[src/logic/ftc_pkg.sv]
// Package with register addresses, field positions and shared types of the feedback table control block.
package ftc_pkg;
  localparam logic [15:0] ADDR_FEEDBACK_TABLE_POINTER = 16'h17D0;
  localparam logic [15:0] ADDR_FEEDBACK_ENABLE_CONFIG = 16'h17D1;
  localparam logic [15:0] ADDR_PACKAGE_THERMAL_STATUS = 16'h01B1;
  localparam logic [15:0] ADDR_PACKAGE_THERMAL_IRQ_ENABLE = 16'h01B2;
  localparam int CFG_ENABLE_BIT = 0;
  localparam int CFG_MULTI_BIT = 1;
  localparam int PTR_VALID_BIT = 0;
  localparam int PTR_ADDR_LSB = 12;
  localparam int STATUS_CHANGE_BIT = 26;
  localparam int IRQ_ENABLE_BIT = 25;
  localparam logic [63:0] CONFIG_RESET = 64'h0;
  localparam logic [63:0] POINTER_RESET = 64'h0;
  localparam logic [63:0] POINTER_WMASK = 64'hFFFF_FFFF_FFFF_F001;
  localparam logic [63:0] CONFIG_WMASK = 64'h0000_0000_0000_0003;
  localparam logic [7:0] FILL_CYCLES = 8'h10;

  typedef struct packed {
    logic wr;
    logic rd;
    logic [15:0] addr;
    logic [63:0] wdata;
  } ftc_req_t;

  typedef struct packed {
    logic single_fill;
    logic multi_fill;
  } ftc_fill_t;

  typedef enum logic [1:0] {
    FTC_IDLE = 2'b00,
    FTC_FILL = 2'b01,
    FTC_RUN = 2'b10
  } ftc_state_t;
endpackage : ftc_pkg

[src/logic/ftc_edge.sv]
// Rising edge detector on a single control level.
`timescale 1ns/1ps
`default_nettype none
module ftc_edge (
  input wire logic clk,
  input wire logic reset_n,
  input wire logic level,
  output logic rise
);
  logic prev_ff;
  logic nxt_prev;

  always_comb begin
    nxt_prev = level;
  end

  always_ff @(posedge clk or negedge reset_n) begin
    if (!reset_n) begin
      prev_ff <= 1'b0;
    end else begin
      prev_ff <= nxt_prev;
    end
  end

  assign rise = level & ~prev_ff;
endmodule : ftc_edge
`default_nettype wire

[src/logic/ftc_fill.sv]
// Table fill sequencer: counts a fixed fill time and reports completion.
`timescale 1ns/1ps
`default_nettype none
module ftc_fill (
  input wire logic clk,
  input wire logic reset_n,
  input wire logic start,
  input wire logic abort,
  output logic busy,
  output logic done
);
  logic [7:0] cnt_ff;
  logic [7:0] nxt_cnt;
  logic busy_ff;
  logic nxt_busy;

  always_comb begin
    nxt_cnt = cnt_ff;
    nxt_busy = busy_ff;
    if (abort) begin
      nxt_busy = 1'b0;
      nxt_cnt = 8'h00;
    end else if (start) begin
      nxt_busy = 1'b1;
      nxt_cnt = ftc_pkg::FILL_CYCLES;
    end else if (busy_ff) begin
      nxt_cnt = cnt_ff - 8'h01;
      if (cnt_ff == 8'h01) begin
        nxt_busy = 1'b0;
      end
    end
  end

  always_ff @(posedge clk or negedge reset_n) begin
    if (!reset_n) begin
      cnt_ff <= 8'h00;
      busy_ff <= 1'b0;
    end else begin
      cnt_ff <= nxt_cnt;
      busy_ff <= nxt_busy;
    end
  end

  assign busy = busy_ff;
  assign done = busy_ff & (cnt_ff == 8'h01) & ~abort & ~start;
endmodule : ftc_fill
`default_nettype wire

[src/logic/ftc_top.sv]
// Feedback table configuration, population control and change notification.
//
// Function
// Config register at 17D1H, reset zero, INIT keeps.
// Bit 0 enables single-class feedback.
// Multi-class needs bits 0 and 1.
// Bit 0 only fills class 0 entries.
// Multi-class filled at once, updated at run time.
// Table ready sets change flag bit 26.
// Interrupt only when enable bit 25 set.
// Clearing bit 1 alone sets no flag.
// Bit 0 zero disables both functions.
// Bit 1 without bit 0 ignored silently.
// Clearing bit 0 acknowledged by flag, writes stop.
// Software waits for flag before reusing memory.
// Software programs pointer before enabling.
// Software disables only after init flag.
// Bit 1 without support raises protection fault.
// Pair 10 to 00 takes no action.
// Change flag sticky, cleared by writing zero.
// No table updates while flag set.
// Interrupt enable bit is read/write.
// Enable rising edge gives initial notification.
// Pointer register 17D0H with valid bit 0.
// Interrupt is one-cycle pulse on flag rise.
`timescale 1ns/1ps
`default_nettype none
module ftc_top (
  input wire logic clk,
  input wire logic reset_n,
  input wire logic init_event,
  input wire logic multi_class_supported,
  input wire logic reg_wr,
  input wire logic reg_rd,
  input wire logic [15:0] reg_addr,
  input wire logic [63:0] reg_wdata,
  input wire logic hw_update_req,
  output logic [63:0] reg_rdata,
  output logic reg_ack,
  output logic general_protection_fault,
  output logic single_class_active,
  output logic multi_class_active,
  output logic table_write_en,
  output logic class0_write,
  output logic multi_class_write,
  output logic [63:0] table_base,
  output logic thermal_irq
);
  ftc_pkg::ftc_req_t req;
  ftc_pkg::ftc_fill_t fill_ff, nxt_fill;
  ftc_pkg::ftc_state_t state_ff, nxt_state;
  logic [63:0] cfg_ff, nxt_cfg;
  logic [63:0] ptr_ff, nxt_ptr;
  logic flag_ff, nxt_flag;
  logic irq_en_ff, nxt_irq_en;
  logic irq_ff, nxt_irq;
  logic gp_ff, nxt_gp;
  logic [63:0] rdata_ff, nxt_rdata;
  logic ack_ff, nxt_ack;
  logic wr_cfg, wr_ptr, wr_status, wr_irq;
  logic old_b0, old_b1, new_b0, new_b1;
  logic cfg_accept, cfg_fault;
  logic fill_start, fill_abort, fill_busy, fill_done;
  logic ack_disable, irq_en_rise, flag_set;

  assign req.wr = reg_wr;
  assign req.rd = reg_rd;
  assign req.addr = reg_addr;
  assign req.wdata = reg_wdata;

  assign wr_cfg = req.wr & (req.addr == ftc_pkg::ADDR_FEEDBACK_ENABLE_CONFIG);
  assign wr_ptr = req.wr & (req.addr == ftc_pkg::ADDR_FEEDBACK_TABLE_POINTER);
  assign wr_status = req.wr & (req.addr == ftc_pkg::ADDR_PACKAGE_THERMAL_STATUS);
  assign wr_irq = req.wr & (req.addr == ftc_pkg::ADDR_PACKAGE_THERMAL_IRQ_ENABLE);

  assign old_b0 = cfg_ff[ftc_pkg::CFG_ENABLE_BIT];
  assign old_b1 = cfg_ff[ftc_pkg::CFG_MULTI_BIT];
  assign new_b0 = req.wdata[ftc_pkg::CFG_ENABLE_BIT];
  assign new_b1 = req.wdata[ftc_pkg::CFG_MULTI_BIT];

  // A write setting bit 1 without support faults and leaves the register alone.
  assign cfg_fault = wr_cfg & new_b1 & ~multi_class_supported;
  assign cfg_accept = wr_cfg & ~cfg_fault;

  // Transitions into or out of an enabled state decide fill and acknowledge.
  always_comb begin
    fill_start = 1'b0;
    ack_disable = 1'b0;
    fill_abort = 1'b0;
    nxt_fill = fill_ff;
    if (cfg_accept) begin
      if (new_b0) begin
        if (!old_b0) begin
          fill_start = 1'b1;
          nxt_fill.single_fill = 1'b1;
          nxt_fill.multi_fill = new_b1;
        end else if (new_b1 && !old_b1) begin
          fill_start = 1'b1;
          nxt_fill.multi_fill = 1'b1;
        end else if (!new_b1 && old_b1) begin
          nxt_fill.multi_fill = 1'b0;
        end
      end else begin
        fill_abort = 1'b1;
        nxt_fill = '0;
        ack_disable = old_b0;
      end
    end
  end

  ftc_fill u_fill (
    .clk(clk),
    .reset_n(reset_n),
    .start(fill_start),
    .abort(fill_abort),
    .busy(fill_busy),
    .done(fill_done)
  );

  ftc_edge u_irq_edge (
    .clk(clk),
    .reset_n(reset_n),
    .level(irq_en_ff),
    .rise(irq_en_rise)
  );

  // Run-time updates are accepted only while enabled, not filling, and the flag is clear.
  always_comb begin
    nxt_state = state_ff;
    unique case (state_ff)
      ftc_pkg::FTC_IDLE: begin
        if (fill_start) begin
          nxt_state = ftc_pkg::FTC_FILL;
        end
      end
      ftc_pkg::FTC_FILL: begin
        if (fill_abort) begin
          nxt_state = ftc_pkg::FTC_IDLE;
        end else if (fill_done) begin
          nxt_state = ftc_pkg::FTC_RUN;
        end
      end
      ftc_pkg::FTC_RUN: begin
        if (fill_abort) begin
          nxt_state = ftc_pkg::FTC_IDLE;
        end else if (fill_start) begin
          nxt_state = ftc_pkg::FTC_FILL;
        end
      end
      default: begin
        nxt_state = ftc_pkg::FTC_IDLE;
      end
    endcase
  end

  assign table_write_en = ~flag_ff & (fill_busy | (state_ff == ftc_pkg::FTC_RUN & hw_update_req));
  assign class0_write = table_write_en & fill_ff.single_fill;
  assign multi_class_write = table_write_en & fill_ff.multi_fill;

  assign flag_set = fill_done | ack_disable | irq_en_rise
    | (state_ff == ftc_pkg::FTC_RUN & hw_update_req & ~flag_ff);

  always_comb begin
    nxt_cfg = cfg_ff;
    nxt_ptr = ptr_ff;
    nxt_irq_en = irq_en_ff;
    nxt_flag = flag_ff;
    nxt_gp = cfg_fault;
    if (cfg_accept) begin
      nxt_cfg = req.wdata & ftc_pkg::CONFIG_WMASK;
    end
    if (wr_ptr) begin
      nxt_ptr = req.wdata & ftc_pkg::POINTER_WMASK;
    end
    if (wr_irq) begin
      nxt_irq_en = req.wdata[ftc_pkg::IRQ_ENABLE_BIT];
    end
    // Writing one is ignored; a hardware set in the same cycle beats the clear.
    if (wr_status && !req.wdata[ftc_pkg::STATUS_CHANGE_BIT]) begin
      nxt_flag = 1'b0;
    end
    if (flag_set) begin
      nxt_flag = 1'b1;
    end
    nxt_irq = nxt_flag & ~flag_ff & irq_en_ff;
    if (irq_en_rise) begin
      nxt_irq = 1'b1;
    end
  end

  always_comb begin
    nxt_ack = req.wr | req.rd;
    nxt_rdata = 64'h0;
    if (req.rd) begin
      unique case (req.addr)
        ftc_pkg::ADDR_FEEDBACK_ENABLE_CONFIG: nxt_rdata = cfg_ff;
        ftc_pkg::ADDR_FEEDBACK_TABLE_POINTER: nxt_rdata = ptr_ff;
        ftc_pkg::ADDR_PACKAGE_THERMAL_STATUS: nxt_rdata[ftc_pkg::STATUS_CHANGE_BIT] = flag_ff;
        ftc_pkg::ADDR_PACKAGE_THERMAL_IRQ_ENABLE: nxt_rdata[ftc_pkg::IRQ_ENABLE_BIT] = irq_en_ff;
        default: nxt_rdata = 64'h0;
      endcase
    end
  end

  // INIT is deliberately not a reset term: the configuration survives it.
  always_ff @(posedge clk or negedge reset_n) begin
    if (!reset_n) begin
      cfg_ff <= ftc_pkg::CONFIG_RESET;
      ptr_ff <= ftc_pkg::POINTER_RESET;
      flag_ff <= 1'b0;
      irq_en_ff <= 1'b0;
      irq_ff <= 1'b0;
      gp_ff <= 1'b0;
      rdata_ff <= 64'h0;
      ack_ff <= 1'b0;
      fill_ff <= '0;
      state_ff <= ftc_pkg::FTC_IDLE;
    end else begin
      cfg_ff <= nxt_cfg;
      ptr_ff <= nxt_ptr;
      flag_ff <= nxt_flag;
      irq_en_ff <= nxt_irq_en;
      irq_ff <= nxt_irq;
      gp_ff <= nxt_gp;
      rdata_ff <= nxt_rdata;
      ack_ff <= nxt_ack;
      fill_ff <= nxt_fill;
      state_ff <= nxt_state;
    end
  end

  assign reg_rdata = rdata_ff;
  assign reg_ack = ack_ff;
  assign general_protection_fault = gp_ff;
  assign single_class_active = old_b0;
  assign multi_class_active = old_b0 & old_b1;
  assign table_base = {ptr_ff[63:ftc_pkg::PTR_ADDR_LSB], {ftc_pkg::PTR_ADDR_LSB{1'b0}}};
  assign thermal_irq = irq_ff;

  logic unused_init;
  assign unused_init = init_event & ptr_ff[ftc_pkg::PTR_VALID_BIT];
endmodule : ftc_top
`default_nettype wire

[config.mk]
export PLATFORM = sky130hd
export DESIGN_NAME = ftc_top
export DESIGN_NICKNAME = d
export VERILOG_FILES = /design/src/logic/ftc_pkg.sv /design/src/logic/ftc_edge.sv /design/src/logic/ftc_fill.sv /design/src/logic/ftc_top.sv
export SDC_FILE = /design/constraint.sdc
export NUM_CORES = 1
export LEC_CHECK = 0
export BUFFER_PORTS_ARGS = -buffer_cell sky130_fd_sc_hd__buf_2
export CAP_MARGIN = 40
export CORE_ASPECT_RATIO = 0.9
export CORE_MARGIN = 5
export CORE_UTILIZATION = 38
export CTS_BUF_LIST = sky130_fd_sc_hd__clkbuf_4 sky130_fd_sc_hd__clkbuf_8 sky130_fd_sc_hd__clkbuf_16
export CTS_CLUSTER_SIZE = 24
export DETAILED_ROUTE_END_ITERATION = 10
export PLACE_DENSITY = 0.67
export SYNTH_ARGS = -nofsm -noshare
export SYNTH_HDL_FRONTEND = slang
export SYNTH_SLANG_ARGS = --single-unit
export TNS_END_PERCENT = 100
[constraint.sdc]
create_clock -name clk -period 1.8 [get_ports clk]
set_input_delay 0.36 -clock clk [delete_from_list [all_inputs] [get_ports clk]]
set_output_delay 0.36 -clock clk [all_outputs]
set_load 0.02 [all_outputs]
; Word level (Yosys, flattened, before mapping)
; Cells that the tools add are included.
; W data, S select, Z words.
[op_classes]
eq_ne = 10
n_bitwise = 30
n_addsub = 1
mux = 33
reduce_logical = 10
[ops]
columns = op, n
row1 = $mux W64, 1
row2 = $pmux W25 S2, 1
row3 = $mux W37, 1
row4 = $eq A16 B13 Y1 const B, 2
row5 = $eq A16 B9 Y1 const B, 2
row6 = $mux W8, 3
row7 = $and A1 B1 Y1, 19
row8 = $mux W1, 19
row9 = $mux W2, 5
row10 = $eq A8 B1 Y1 const B, 1
row11 = $sub A8 B1 Y8 const B, 1
row12 = $not A1 Y1, 6
row13 = $pmux W2 S3, 1
row14 = $or A1 B1 Y1, 5
row15 = $ne A4 B2 Y1 const B, 1
row16 = $pmux W1 S2, 2
row17 = $reduce_and A2 Y1, 2
row18 = $logic_and A1 B1 Y1, 3
row19 = $logic_not A1 Y1, 3
row20 = $ne A3 B2 Y1 const B, 1
row21 = $reduce_bool A3 Y1, 1
row22 = $eq A2 B1 Y1 const B, 1
row23 = $eq A2 B2 Y1 const B, 1
row24 = $logic_not A2 Y1, 1
row25 = $ne A2 B2 Y1 const B, 1
[word_totals]
reg_bits = 138
input_bits = 87
out_inout_bits = 136

; Depth between registers and ports, before layout
[logic_depth]
ltp_word = 17
depth_mapped = 6
ltp_nobuf = 6

; Modules after synthesis
; A second synthesis with hierarchy kept.
[unflattened]
cells_unflattened = 420
area_unflattened_um2 = 5487.8
[by_module_without_submodules]
columns = module, cells_each, area_each_um2, n_inst, seq_area_each_um2
row1 = ftc_top, 372, 4973.5, 1, 2952.8
row2 = ftc_fill, 46, 475.5, 1, 225.2
row3 = ftc_edge, 2, 38.8, 1, 25.0

; Worst setup path before layout
; Ideal clock, no wire load.
[synth_timing]
kind = in2reg
start = input port reg_addr[14]
end = register ptr_ff[0]
setup_time_ns = 0.125
path_buffers = 2
path_slack_ns = 0.076
cell_stages = 6
arrival_ns = 1.599
t_required_ns = 1.675
cell_sequence = and4bb_2 and4_1 buf_4 nand3_4 buf_6 mux2_4
[synth_between]
elab_chain_len = 2
[synth_lines]
columns = item, line
row1 = from (decl), ftc_top.sv:35  ; input wire logic [15:0] reg_addr,
row2 = $eq A16 B13 Y1, ftc_top.sv:72  ; assign wr_ptr = req.wr & (req.addr == ftc_pkg::ADDR_FEEDBACK_TABLE_POINTER);
row3 = $and A1 B1 Y1, ftc_top.sv:72
row4 = to (signal assigned), ftc_top.sv:209  ; ptr_ff <= ftc_pkg::POINTER_RESET;
row5 = to (signal assigned), ftc_top.sv:220  ; ptr_ff <= nxt_ptr;
row6 = to (decl), ftc_top.sv:53  ; logic [63:0] ptr_ff, nxt_ptr;
; Every way passes these cells.
; A chain may end at the register's enable or synchronous reset.

; Final worst setup path
[layout_timing]
start = register state_ff[0]
end = output port multi_class_write
[layout_between]
elab_chain_len = 5
[layout_lines]
columns = item, line
row1 = from (decl), ftc_top.sv:51  ; ftc_pkg::ftc_state_t state_ff, nxt_state;
row2 = from (signal assigned), ftc_top.sv:217  ; state_ff <= ftc_pkg::FTC_IDLE;
row3 = from (signal assigned), ftc_top.sv:228  ; state_ff <= nxt_state;
row4 = $eq A2 B2 Y1, ftc_top.sv:156  ; assign table_write_en = ~flag_ff & (fill_busy | (state_ff == ftc_pkg::FTC_RUN & hw_update_req));
row5 = $and A1 B1 Y1, ftc_top.sv:156
row6 = $or A1 B1 Y1, ftc_top.sv:156
row7 = $and A1 B1 Y1, ftc_top.sv:156
row8 = $and A1 B1 Y1, ftc_top.sv:158  ; assign multi_class_write = table_write_en & fill_ff.multi_fill;
row9 = to (decl), ftc_top.sv:45  ; output logic multi_class_write,
; Every way passes these cells.

==> results.json <==
{
  "drcViolationCount": 0,
  "final_common_cell": "buf_2",
  "path_max_fanout": 2,
  "post_route_cells_drive_above_1_share": 0.511,
  "path_clk_slew_ps": 60,
  "rrSetupSlack_ps": 70,
  "grt_pass1_wl_um": 21100,
  "syn_inst": 442,
  "layout_common_cells": "186 x buf_2, 128 x dfrtp_1, 53 x and2_1, 50 x mux2_4, 30 x buf_4",
  "violations": "setup timing",
  "cts_tree": "yes",
  "final_nets": 706,
  "cts-htree-levels": 4,
  "hold_class": "input port to flop",
  "vias_per_cell": 4.56,
  "nFillCells": 1342,
  "reg2reg_depth": 4,
  "track_usage": 0.148,
  "clk_latency_ps": 410,
  "synth.avg_cell_area_um2": 13.1,
  "p_seq_frac": 0.454,
  "max_stage_delay_ps": 380,
  "p_int_mw": 5.03,
  "combPwrFrac": 0.065,
  "max_freq_ghz": 0.553,
  "synth-seq-cells": 128,
  "grt_max_degree": 79,
  "synth_ff_type": "dfrtp_1",
  "ys_types": 47,
  "endpoint": "multi_class_write",
  "io_buffers": 189,
  "drv_slew": 0,
  "skew_ps": 7.20,
  "yosysWarnings": 0,
  "maxCapViolations": 0,
  "diodes": 0,
  "clockRootBuffer": "clkbuf_16",
  "multi_input_area_um2": 2000,
  "reg2reg_from": "u_fill.cnt_ff[4]$_DFFE_PN0P_",
  "rows": 42,
  "arrival_ps": 1450,
  "finalCriticalPeriod_ps": 1810,
  "cts_buffers": 17,
  "clk_path_buf_depth": 2,
  "first_iter_violations": 190,
  "gp_congestion": 0.828,
  "synth_edf_count": 0,
  "ant_nets": 0,
  "dr.pass1.iters": 4,
  "period_share": 1.01,
  "outcome": "finished with violations",
  "syn_area_um2": 5790,
  "critPathLaunchType": "flop",
  "area_delta_synth_final_pct": 26.1,
  "worstSetupStartpoint": "state_ff[0]$_DFFE_PN0P_",
  "grt_overflow": 0,
  "min-delay-start": "reg_wdata[23]",
  "p_per_area_nw_per_um2": 904,
  "p_sw_mw": 1.57,
  "ir_drop_uv": 626,
  "wirelength_um": 13100,
  "grt_pass1_vias": 4064,
  "place_ws_ps": -60.2,
  "ioPinCount": 223,
  "crit_top_cell": "nor2_4",
  "antenna_found_initial": 0,
  "rsz0062_at_grt": "true",
  "crit_required_ps": 1440,
  "swShare": 0.238,
  "finalNonFillerCells": 826,
  "slowest_stage": "dfrtp_1",
  "setup-violations-final": 1,
  "ys_seq_area_frac": 0.554,
  "routedWlPerCell_um": 15.8,
  "static-leakage-power_nw": 4.13,
  "register_area_um2": 3200,
  "cts.sinks": 128,
  "die-area_um2": 17800,
  "core_area_um2": 14800,
  "async_reset_ff_frac": 1.00,
  "start_util": 0.390,
  "crit_type": "flop to output port",
  "dp_hpwl_um": 9400,
  "clkPwrFrac": 0.481,
  "hold_violations": 0,
  "num_vias": 3765,
  "setup_slack_ps": -9.39,
  "placedCellCount": 789,
  "die_h_um": 127,
  "worst_setup_path_end_kind": "output port",
  "dieWidth_um": 140,
  "r2r_end": "state_ff[0]$_DFFE_PN0P_",
  "cp_cell_sequence": "and3b_2 > nor2_4 > nor2_4 > and2_4 > buf_6"
}
## timing repair
action                                  CTS  global route
gates resized for setup                   7             3
endpoints found under the hold margin    64             0
setup buffers                             4             1
pin swaps                                 3             2
endpoints found under the setup margin    3             4
hold buffers                              1             0
## power by group through the flow
| stage | logic, mW | registers, mW | clock network (mW) |
|---|---|---|---|
| 2_1_floorplan | 0.210 | 3.04 | 0 |
| 3_3_place_gp | 0.410 | 3.04 | 0 |
| 3_5_place_dp | 0.426 | 3.04 | 0 |
| 4_1_cts | 0.433 | 2.99 | 3.25 |
| 5_1_grt | 0.477 | 2.99 | 3.41 |
| 6_report | 0.427 | 2.99 | 3.18 |
## flip-flops by register name (all words and copies together) (netlist names)
register	cells
cfg_ff	2
reg_rdata	54
general_protection_fault	1
u_fill.busy	1
state_ff	2
thermal_irq	1
fill_ff	2
u_fill.cnt_ff	8
reg_ack	1
irq_en_ff	1
ptr_ff	53
flag_ff	1
u_irq_edge.prev_ff	1
## worst min-delay path by stage
stage | to | depth (start not counted)
after detailed placement | reg_rdata[24]$_DFF_PN0_ | 2
after global routing | ptr_ff[55]$_DFFE_PN0P_ | 2
final | ptr_ff[23]$_DFFE_PN0P_ | 2
after global placement | reg_rdata[24]$_DFF_PN0_ | 2
after CTS | ptr_ff[23]$_DFFE_PN0P_ | 2
after floorplan | cfg_ff[0]$_DFFE_PN0P_ | 0
## cell usage after synthesis, types with 3 or more instances
master / instances / area [µm²]
a21oi_1: 7 / 35.0
and2_1: 54 / 338
buf_4: 75 / 563
buf_6: 5 / 56.3
clkbuf_1: 7 / 26.3
dfrtp_1: 128 / 3200
ha_1: 3 / 37.5
inv_1: 9 / 33.8
mux2_2: 5 / 56.3
mux2_4: 50 / 751
nand2_1: 11 / 41.3
nand2b_1: 6 / 37.5
nand3_1: 11 / 55.1
nand4_1: 3 / 18.8
nor2_1: 12 / 45.0
nor3_1: 6 / 30.0
nor4_1: 4 / 25.0
nor4_4: 3 / 63.8
o21ai_0: 3 / 15.0
xnor2_1: 6 / 52.6
## cell families (layout without fill, tap and decap cells)
family,Yosys count,count (layout),share of synthesized area
xor gates and xnor gates,7,7,0.0106
DFF,128,128,0.554
adders and majority gates,3,3,0.00649
AOI/OAI and AO/OA,20,20,0.0227
other,1,22,0.000648
buffers and inverters,97,262,0.118
muxes,55,55,0.139
and+or+nand+nor,131,131,0.148
## routing by layer
layer / part of all wire / vias to the layer above / global-route usage
li1: - / 1738 / -
met1: 0.44 / 1874 / 0.186
met2: 0.48 / 145 / 0.243
met3: 0.069 / 8 / 0.0557
met4: 0.0070 / 0 / 0.0410
met5: 0 / - / 0
## area by class of cell
class / instances / area share
flip-flops and latches: 128 / 0.439
multi-input cells: 238 / 0.274
repair buffers: 222 / 0.172
clock buffers: 18 / 0.0593
well taps: 198 / 0.0340
clock inverters: 13 / 0.0163
inverters: 9 / 0.00463
## critical path, delay by kind of cell (launching register included)
family        cells  cell delay (ps)
buf+inv           1              100
simple gates      4              560
flops             1              380
## metrics by stage
step	area [µm²]	TNS (ps)	power, mW	utilization	hold slack (ps)
4_1_cts	7280	-45.7	6.68	0.491	157
6_report	7300	-9.39	6.60	0.492	180
3_5_place_dp	6660	-3020	3.47	0.450	385
2_1_floorplan	5870	0	3.25	-	64.4
5_1_grt	7300	-67.8	6.88	0.492	154
3_3_place_gp	6660	-1860	3.44	0.450	389
No activity file was read; power rests on OpenSTA's default activity.
